<file path="src/rtl/bpcr_pkg.sv">
// Package of constants for the bridge primary command register block.
// Assumes a single 100 MHz clock domain and a dword configuration port.
package bpcr_pkg;

  // ****************************************
  // Register map
  // ****************************************
  localparam logic [11:0] BPCR_CMD_OFF   = 12'h004;
  localparam logic [15:0] BPCR_CMD_RST   = 16'h0000;

  // ****************************************
  // Command field positions
  // ****************************************
  localparam int BPCR_IO_EN_BIT   = 0;
  localparam int BPCR_MEM_EN_BIT  = 1;
  localparam int BPCR_BM_EN_BIT   = 2;
  localparam int BPCR_SPC_BIT     = 3;
  localparam int BPCR_MWI_BIT     = 4;
  localparam int BPCR_VGA_BIT     = 5;
  localparam int BPCR_PERR_BIT    = 6;
  localparam int BPCR_WAIT_BIT    = 7;
  localparam int BPCR_SERR_BIT    = 8;
  localparam int BPCR_FBB_BIT     = 9;
  localparam int BPCR_INTD_BIT    = 10;

  // Writable bits in each bridge direction.
  localparam logic [15:0] BPCR_WMASK_FWD = 16'h0147;
  localparam logic [15:0] BPCR_WMASK_REV = 16'h0567;

  // ****************************************
  // Palette snoop decode
  // ****************************************
  localparam logic [9:0] BPCR_VGA_A0 = 10'h3C6;
  localparam logic [9:0] BPCR_VGA_A1 = 10'h3C8;
  localparam logic [9:0] BPCR_VGA_A2 = 10'h3C9;

  localparam int BPCR_INT_LINES = 4;

endpackage

</file>
<file path="src/rtl/bpcr_pri_decode.sv">
// Primary-side claim decode for the bridge command register block.
// Assumes request strobes are on the same clock as the command register.
`timescale 1ns/100ps

module bpcr_pri_decode (
  input  wire logic        io_en,
  input  wire logic        mem_en,
  input  wire logic        vga_en,
  input  wire logic        io_req,
  input  wire logic        io_wr,
  input  wire logic [15:0] io_addr,
  input  wire logic        io_in_range,
  input  wire logic        mem_rd_req,
  input  wire logic        mem_in_range,
  output wire logic        io_claim,
  output wire logic        vga_claim,
  output wire logic        mem_claim
);
  import bpcr_pkg::*;

  wire logic [9:0] low_addr;
  wire logic       vga_hit;

  assign low_addr  = io_addr[9:0];
  // Only the low ten bits are compared, so every ISA alias matches.
  assign vga_hit   = (low_addr == BPCR_VGA_A0) || (low_addr == BPCR_VGA_A1)
                     || (low_addr == BPCR_VGA_A2);
  assign vga_claim = vga_en && io_req && io_wr && vga_hit;
  assign io_claim  = io_en && io_req && io_in_range;
  assign mem_claim = mem_en && mem_rd_req && mem_in_range;

endmodule

</file>
<file path="src/rtl/bpcr_cmd_reg.sv">
// Primary command register of a transparent bridge, with the gating that
// its bits apply. Assumes configuration accesses and transaction requests
// come from logic on ref_clk; the bridge direction and primary bus mode
// are pins and are synchronised here.
`timescale 1ns/100ps

// Operation
// With bit 0 clear, primary I/O transactions are ignored; it resets to 0. Palette writes under R7 are still claimed.
// With bit 1 clear, primary memory reads are ignored, else accepted.
// With bit 2 clear, no primary mastering and no secondary response.
// A reverse bridge on a PCI-X primary may start split completions anyway.
// Bit 3 reads zero and special cycles are never claimed.
// Bit 4 reads zero and only forwarded write-and-invalidate is issued.
// In reverse mode bit 5 claims palette writes at 3C6h, 3C8h and 3C9h.
// Bit 6 gates the setting of master data parity error; traffic goes on.
// Bit 7 is unsupported and reads zero.
// In forward mode error messages go out only while bit 8 is set.
// In reverse mode the system error line is driven only while bit 8 is set.
// Bit 9 is unsupported and reads zero.
// In reverse mode bit 10 blocks all four legacy interrupt lines.
// Bits 15:11 read zero, and bits 5 and 10 read zero in forward mode.
module bpcr_cmd_reg (
  input  wire logic        ref_clk,
  input  wire logic        rst_b,
  input  wire logic        reverse_pin,
  input  wire logic        pri_pcix_pin,
  input  wire logic        cfg_wr,
  input  wire logic        cfg_rd,
  input  wire logic [11:0] cfg_addr,
  input  wire logic [3:0]  cfg_be,
  input  wire logic [31:0] cfg_wdata,
  output logic      [31:0] cfg_rdata,
  output logic             cfg_rd_valid,
  input  wire logic        pri_io_req,
  input  wire logic        pri_io_wr,
  input  wire logic [15:0] pri_io_addr,
  input  wire logic        pri_io_in_range,
  input  wire logic        pri_mem_rd_req,
  input  wire logic        pri_mem_in_range,
  input  wire logic        pri_spc_req,
  output logic             pri_io_claim,
  output logic             pri_mem_claim,
  output logic             pri_spc_claim,
  input  wire logic        fwd_mst_req,
  input  wire logic        fwd_mwi,
  input  wire logic        split_cpl_req,
  output logic             pri_mst_start,
  output logic             pri_mwi_cmd,
  output logic             pri_split_start,
  input  wire logic        sec_req,
  output logic             sec_claim,
  input  wire logic        par_err_evt,
  output logic             mdpe_set,
  input  wire logic        sys_err_evt,
  output logic             err_msg_send,
  output logic             serr_out,
  input  wire logic [3:0]  int_req,
  output logic      [3:0]  int_out_b,
  output logic      [15:0] cmd_value
);
  import bpcr_pkg::*;

  // ****************************************
  // Pin synchronisers
  // ****************************************
  logic [1:0] rev_sync_ff;
  logic [1:0] pcix_sync_ff;

  always_ff @(posedge ref_clk) begin
    if (!rst_b) begin
      rev_sync_ff  <= 2'h0;
      pcix_sync_ff <= 2'h0;
    end else begin
      rev_sync_ff  <= {rev_sync_ff[0], reverse_pin};
      pcix_sync_ff <= {pcix_sync_ff[0], pri_pcix_pin};
    end
  end

  wire logic rev_mode;
  wire logic pcix_mode;

  assign rev_mode  = rev_sync_ff[1];
  assign pcix_mode = pcix_sync_ff[1];

  // ****************************************
  // Command register
  // ****************************************
  logic [15:0] cmd_ff;
  logic [15:0] nxt_cmd;

  wire logic        cmd_hit;
  wire logic [15:0] wmask;
  wire logic [15:0] be_mask;
  wire logic [15:0] cmd_eff;

  assign cmd_hit = cfg_addr == BPCR_CMD_OFF;
  // Bits writable in neither direction never load, so they stay at their zero reset value.
  assign wmask   = rev_mode ? BPCR_WMASK_REV : BPCR_WMASK_FWD;
  assign be_mask = {{8{cfg_be[1]}}, {8{cfg_be[0]}}};
  assign nxt_cmd = (cfg_wr && cmd_hit)
                   ? ((cmd_ff & ~(wmask & be_mask))
                      | (cfg_wdata[15:0] & wmask & be_mask))
                   : cmd_ff;
  // Reverse-only bits read and act as zero while the bridge runs forward.
  assign cmd_eff = cmd_ff & wmask;

  always_ff @(posedge ref_clk) begin
    if (!rst_b) begin
      cmd_ff <= BPCR_CMD_RST;
    end else begin
      cmd_ff <= nxt_cmd;
    end
  end

  wire logic io_en;
  wire logic mem_en;
  wire logic bm_en;
  wire logic vga_en;
  wire logic perr_en;
  wire logic serr_en;
  wire logic int_dis;

  assign io_en   = cmd_eff[BPCR_IO_EN_BIT];
  assign mem_en  = cmd_eff[BPCR_MEM_EN_BIT];
  assign bm_en   = cmd_eff[BPCR_BM_EN_BIT];
  assign vga_en  = cmd_eff[BPCR_VGA_BIT] && rev_mode;
  assign perr_en = cmd_eff[BPCR_PERR_BIT];
  assign serr_en = cmd_eff[BPCR_SERR_BIT];
  assign int_dis = cmd_eff[BPCR_INTD_BIT] && rev_mode;

  // ****************************************
  // Primary target decode
  // ****************************************
  wire logic io_claim_w;
  wire logic vga_claim_w;
  wire logic mem_claim_w;

  bpcr_pri_decode u_decode (
    .io_en        (io_en),
    .mem_en       (mem_en),
    .vga_en       (vga_en),
    .io_req       (pri_io_req),
    .io_wr        (pri_io_wr),
    .io_addr      (pri_io_addr),
    .io_in_range  (pri_io_in_range),
    .mem_rd_req   (pri_mem_rd_req),
    .mem_in_range (pri_mem_in_range),
    .io_claim     (io_claim_w),
    .vga_claim    (vga_claim_w),
    .mem_claim    (mem_claim_w)
  );

  // ****************************************
  // Gated actions
  // ****************************************
  wire logic nxt_io_claim;
  wire logic nxt_mst_start;
  wire logic nxt_mwi;
  wire logic nxt_split;
  wire logic nxt_sec_claim;
  wire logic nxt_mdpe;
  wire logic nxt_err_msg;
  wire logic nxt_serr;
  wire logic [3:0] nxt_int_b;

  assign nxt_io_claim  = io_claim_w || vga_claim_w;
  assign nxt_mst_start = bm_en && fwd_mst_req;
  // Write-and-invalidate only passes through for another master's request.
  assign nxt_mwi       = nxt_mst_start && fwd_mwi && !pcix_mode;
  assign nxt_split     = split_cpl_req
                         && (bm_en || (rev_mode && pcix_mode));
  assign nxt_sec_claim = bm_en && sec_req;
  // Parity errors never stall traffic; only the status report is gated.
  assign nxt_mdpe      = perr_en && par_err_evt;
  assign nxt_err_msg   = !rev_mode && serr_en && sys_err_evt;
  assign nxt_serr      = rev_mode && serr_en && sys_err_evt;
  assign nxt_int_b     = ~(int_req & {BPCR_INT_LINES{rev_mode && !int_dis}});

  // ****************************************
  // Read-back
  // ****************************************
  wire logic [31:0] nxt_rdata;

  assign nxt_rdata = cmd_hit ? {16'h0000, cmd_eff} : 32'h00000000;

  // ****************************************
  // Output registers
  // ****************************************
  always_ff @(posedge ref_clk) begin
    if (!rst_b) begin
      cfg_rdata       <= 32'h00000000;
      cfg_rd_valid    <= 1'b0;
      pri_io_claim    <= 1'b0;
      pri_mem_claim   <= 1'b0;
      pri_spc_claim   <= 1'b0;
      pri_mst_start   <= 1'b0;
      pri_mwi_cmd     <= 1'b0;
      pri_split_start <= 1'b0;
      sec_claim       <= 1'b0;
      mdpe_set        <= 1'b0;
      err_msg_send    <= 1'b0;
      serr_out        <= 1'b0;
      int_out_b       <= 4'hF;
      cmd_value       <= BPCR_CMD_RST;
    end else begin
      cfg_rdata       <= cfg_rd ? nxt_rdata : 32'h00000000;
      cfg_rd_valid    <= cfg_rd;
      pri_io_claim    <= nxt_io_claim;
      pri_mem_claim   <= mem_claim_w;
      pri_spc_claim   <= 1'b0 & pri_spc_req;
      pri_mst_start   <= nxt_mst_start;
      pri_mwi_cmd     <= nxt_mwi;
      pri_split_start <= nxt_split;
      sec_claim       <= nxt_sec_claim;
      mdpe_set        <= nxt_mdpe;
      err_msg_send    <= nxt_err_msg;
      serr_out        <= nxt_serr;
      int_out_b       <= nxt_int_b;
      cmd_value       <= cmd_eff;
    end
  end

endmodule

</file>
<file path="config.mk">
export PLATFORM = sky130hd
export DESIGN_NAME = bpcr_cmd_reg
export DESIGN_NICKNAME = d
export VERILOG_FILES = /design/src/rtl/bpcr_pkg.sv /design/src/rtl/bpcr_pri_decode.sv /design/src/rtl/bpcr_cmd_reg.sv
export SDC_FILE = /design/constraint.sdc
export NUM_CORES = 1
export LEC_CHECK = 0
export BUFFER_PORTS_ARGS = -buffer_cell sky130_fd_sc_hd__buf_2
export CORE_ASPECT_RATIO = 0.75
export CORE_MARGIN = 1.5
export CORE_UTILIZATION = 36
export CTS_BUF_LIST = sky130_fd_sc_hd__clkbuf_4 sky130_fd_sc_hd__clkbuf_8 sky130_fd_sc_hd__clkbuf_16
export CTS_CLUSTER_DIAMETER = 100
export DETAILED_ROUTE_END_ITERATION = 6
export HOLD_SLACK_MARGIN = 0.1
export PLACE_DENSITY = 0.79
export SLEW_MARGIN = 10
export SYNTH_ARGS = -nofsm -noshare
export SYNTH_HDL_FRONTEND = slang
export SYNTH_HIERARCHICAL = 1
export SYNTH_SLANG_ARGS = --single-unit
</file>
<file path="constraint.sdc">
create_clock -name ref_clk -period 2 [get_ports ref_clk]
set_input_delay 0.2 -clock ref_clk [delete_from_list [all_inputs] [get_ports ref_clk]]
set_output_delay 0.2 -clock ref_clk [all_outputs]
set_load 0.005 [all_outputs]
</file>
======== Word level (Yosys, flattened, before mapping) ========
Cells that the tools add are included.
storage, ports and cells
  bits in registers ....................... 82
  output and inout bits ................... 63
  word-level logic and storage cells ...... 62
cells by class
  reduce and logical (&&, ||, !) cells .... 31
  equality and inequality tests ........... 4
  mux-type cells .......................... 1
  bitwise logic cells ..................... 9
operators by type and width
  operator                                        number
  bitwise AND 16 x 11 -> 16 bit                   2
  bitwise AND 16 bit                              2
  == test 10 bit, second input constant           3
  logical AND 1 bit                               22
  bitwise AND 11 x 16 -> 16 bit                   1
  inverter 16 bit                                 1
  bitwise OR 16 bit                               1
  == test 12 x 3 -> 1 bit, second input constant  1
  two-way mux 11 bit                              1
  bitwise AND 4 bit                               1
  logical OR 1 bit                                4
  inverter 4 bit                                  1
  zero test 1 bit                                 3
  AND reduction 3 bit                             1
  AND reduction 2 bit                             1

======== Logic depth before layout (Yosys ltp) ========
  word-level depth ........................ 7
  depth in mapped cells ................... 5
  mapped depth without buffers ............ 4

======== Modules after synthesis ========
The synthesis kept the hierarchy.
modules (own cells, without submodules)
  module           instances  cells an instance  area each (um^2)
  bpcr_cmd_reg     1          149                1,505.2
  bpcr_pri_decode  1          8                  67.6

======== Worst setup path before layout ========
Ideal clock, no wire load.
  path kind ............................... input to register
  start ................................... input cfg_addr[9]
  end ..................................... register with a tool-made name
  arrival ................................. 1.400 ns
  stages on the path ...................... 3
  data required time ...................... 1.928 ns
  setup time .............................. 0.072 ns
  path buffers ............................ 0
  setup slack ............................. 0.529 ns
  cell sequence ........................... or4_4 nor4_4 mux2i_1
RTL lines
  element      line                RTL
  from (decl)  bpcr_cmd_reg.sv:29  input wire logic [11:0] cfg_addr,

==> impl_results.md <==
- Status: complete, no violations
- Max Cap Viol: 0
- Cell row count: 20
- Sw power: 0.310 mW
- TritonCTS Sinks: 39
- Peak supply drop: 0.332 mV
- Post-CTS Setup Inserts: 0
- First-pass GRT wire length: 4.51 mm
- Hold Path End: pcix_sync_ff[0]
- Worst-path cell chain: buf_2 > or4_4 > nor4_4 > buf_4 > mux2i_1
- Setup Skew: 0.00188 ns
- Synth Area in XOR/XNOR: 0%
- Startpoint Class: input pin
- Hold crit path type: input pin to flop
- Gate power share: 7.5%
- Overall Power: 1.40 mW
- FILL cells: 402
- Switching Share: 22.1%
- DRC viols: 0
- Antenna diode count: 0
- Max Slew Vio Count: 0
- Synth-to-Final Area Change: 29.1%
- Crit path largest cell delay: 0.59 ns
- WP data required: 2.22 ns
- Clk pwr share: 36.5%
- Top post-synthesis cells by area: dfxtp_1, buf_4, nand2_1, and2_1, mux2i_1
- CTS tree: built
- Area of the multi-input gates: 623 µm²
- Mean number of vias per cell: 4.09
- Hold Buf Count CTS: 4
- Tot GR Track Use: 12.8%
- Crit path max-delay family: simple AND/OR/NAND/NOR gates
- Final min period: 1.47 ns
- Register area: 781 µm²
- DR pass1 iterations: 3
- Post-cts gate resize count: 0
- Post-synth EDFFs: 0
- Reg2reg start: rev_sync_ff[1]
- FF+latch count, synth: 39
- Mean Syn Cell Area: 10.0 µm²
- Fmax: 680 MHz
- Grt total ovfl: 0
- Sequential area share after synthesis: 49.6%
- WHS Path Cells: 2
- CTS Buf Count: 5
- Ys Warns: 6
- Die area: 4780 µm²
- Die Span Y: 60.2 µm
- Final nets: 330
- Type of the worst setup path: input pin to flop
- RSZ-0062 raised after global routing: no
- PortBufs: 79
- Share of layout cells above drive strength 1: 38.8%
- Post-synthesis mux area share: 4.46%
- Synth Area in Compound Gates: 1.75%
- FF-to-FF path depth: 4
- CP endpoint kind: flop
- 1st-iter DRT viols: 48
- Setup Slack @ Placement: 0.246 ns
- Synth async-reset ratio: 0%
- CORE AREA: 4130 µm²
- Ports: 149
- Crit Path Max Fanout: 5
- CP startpoint: cfg_addr[9]
- Die X: 79.3 µm
- Setup ws final: 0.530 ns
- Dominant cell type by area after synthesis: dfxtp_1
- CP max stage cell: or4_4
- Number of distinct library cells after synthesis: 25
- Largest family of logic cells by synthesized area: simple AND/OR/NAND/NOR gates
- RD Place Congestion: 0.648
- Buf/Inv on CP: 2
- Wire per inst: 10.2 µm
- Clock Tree Buf Depth: 2
- Setup Total Neg Slack: 0 ns
- Vias in the first global route: 1051
- Adder-Cell Fraction of Synth Area: 0%
- Worst EP arrival: 1.69 ns
- Final setup fails: 0
- Share of the synthesized area in the top cell type: 49.6%
- Hold Startpoint: pri_pcix_pin
- Simple-Gate Fraction of Synth Area: 25.1%
- Via count: 1226
- Overall routed net length: 3.06 mm
- Worst R2R Setup Slack: 0.76 ns
- Synthesized instance count: 157
- Post-DP HPWL: 2.35 mm
- Period utilization: 73.5%
- Pin count of the biggest net entering global routing: 28
- Effective utilization at floorplan: 38.1%
- Final hold vios: 0
- Reg clk slew, reported paths: 0.07 ns
- Sequential share of power: 56.0%
- Leakage: 1.09 nW
- Clock latency on the worst-skew pair: 0.28 ns
- H-tree depth: 2
- Power density of the placed cells: 691 nW/µm²
- Int Pwr: 1.09 mW
- CTS root buf: clkbuf_8
- Antenna violations before repair: 0
- Worst r2r dst: pri_io_claim
- Post-route ant nets: 0
- Mapped Area: 1570 µm²
- Post-synth top flop: dfxtp_1
[cell families after synthesis]
group	Yosys count
flip-flops	39
AO/OA/AOI/OAI	3
AND/OR/NAND/NOR	63
multiplexers	7
buffers and inverters	44
other	1
[final cells by class]
cell class / count / area share [%]
repair buffers: 85 / 22.2
flip-flops and latches: 39 / 38.4
clock buffers: 6 / 3.76
inverters: 5 / 0.924
clock inverters: 2 / 0.616
well taps: 55 / 3.39
multi-input cells: 108 / 30.7
[layer usage]
layer / GRT usage [%] / up-vias / share of wire [%]
li1: - / 615 / -
met1: 13.3 / 541 / 42
met2: 22.8 / 63 / 47
met3: 5.19 / 7 / 9.3
met4: 6.02 / 0 / 1.5
met5: 0 / - / 0
[metrics by stage]
stage	hold slack, ns	cell area [µm²]	utilization (%)	std cells
final	0.115	2030	49.2	300
after global routing	0.114	2030	49.2	300
after CTS	0.108	2030	49.2	300
after detailed placement	0.365	1900	46.1	288
after global placement	0.364	1900	46.1	288
after floorplan	0.262	1700	-	191
[power by group through the flow]
stage | sequential [mW] | clock (mW) | combinational (mW)
3_5_place_dp | 0.804 | 0 | 0.0984
5_1_grt | 0.786 | 0.574 | 0.119
4_1_cts | 0.785 | 0.539 | 0.105
2_1_floorplan | 0.802 | 0 | 0.0922
6_report | 0.786 | 0.513 | 0.105
3_3_place_gp | 0.803 | 0 | 0.0963
[worst max path at each step]
stage | end | slack, ns | cells past startpoint
floorplan | flop | 0.53 | 3
global placement | flop | 0.27 | 5
detailed placement | flop | 0.25 | 5
CTS | flop | 0.53 | 5
global route | flop | 0.50 | 5
finish | flop | 0.53 | 5
[Yosys cell counts (2+ instances only)]
library cell and n:
nor4_1 3, nand3_1 2, or4_4 2, inv_1 5, nand2_1 23, mux2i_1 7
nor2_1 2, dfxtp_1 39, clkbuf_1 4, buf_4 35, and3_1 9, and2_1 13
[layout by cell type, fill, tap and decap left out, types with 2 or more instances in the layout]
master,count
buf_2,79
dfxtp_1,39
conb_1,35
nand2_1,23
and2_1,13
and3_1,9
mux2i_1,7
inv_1,5
clkbuf_8,5
dlygate4sd3_1,4
nor4_1,3
or4_4,2
nor2_1,2
nand3_1,2
buf_4,2
[worst reg2reg max path, stage by stage (launching register included)]
cell and delay, ns:
dfxtp_1 0.52, and2_1 0.20, nand3b_1 0.10, a2111oi_2 0.21, o21a_1 0.16
Power figures use the tool's default switching activity.
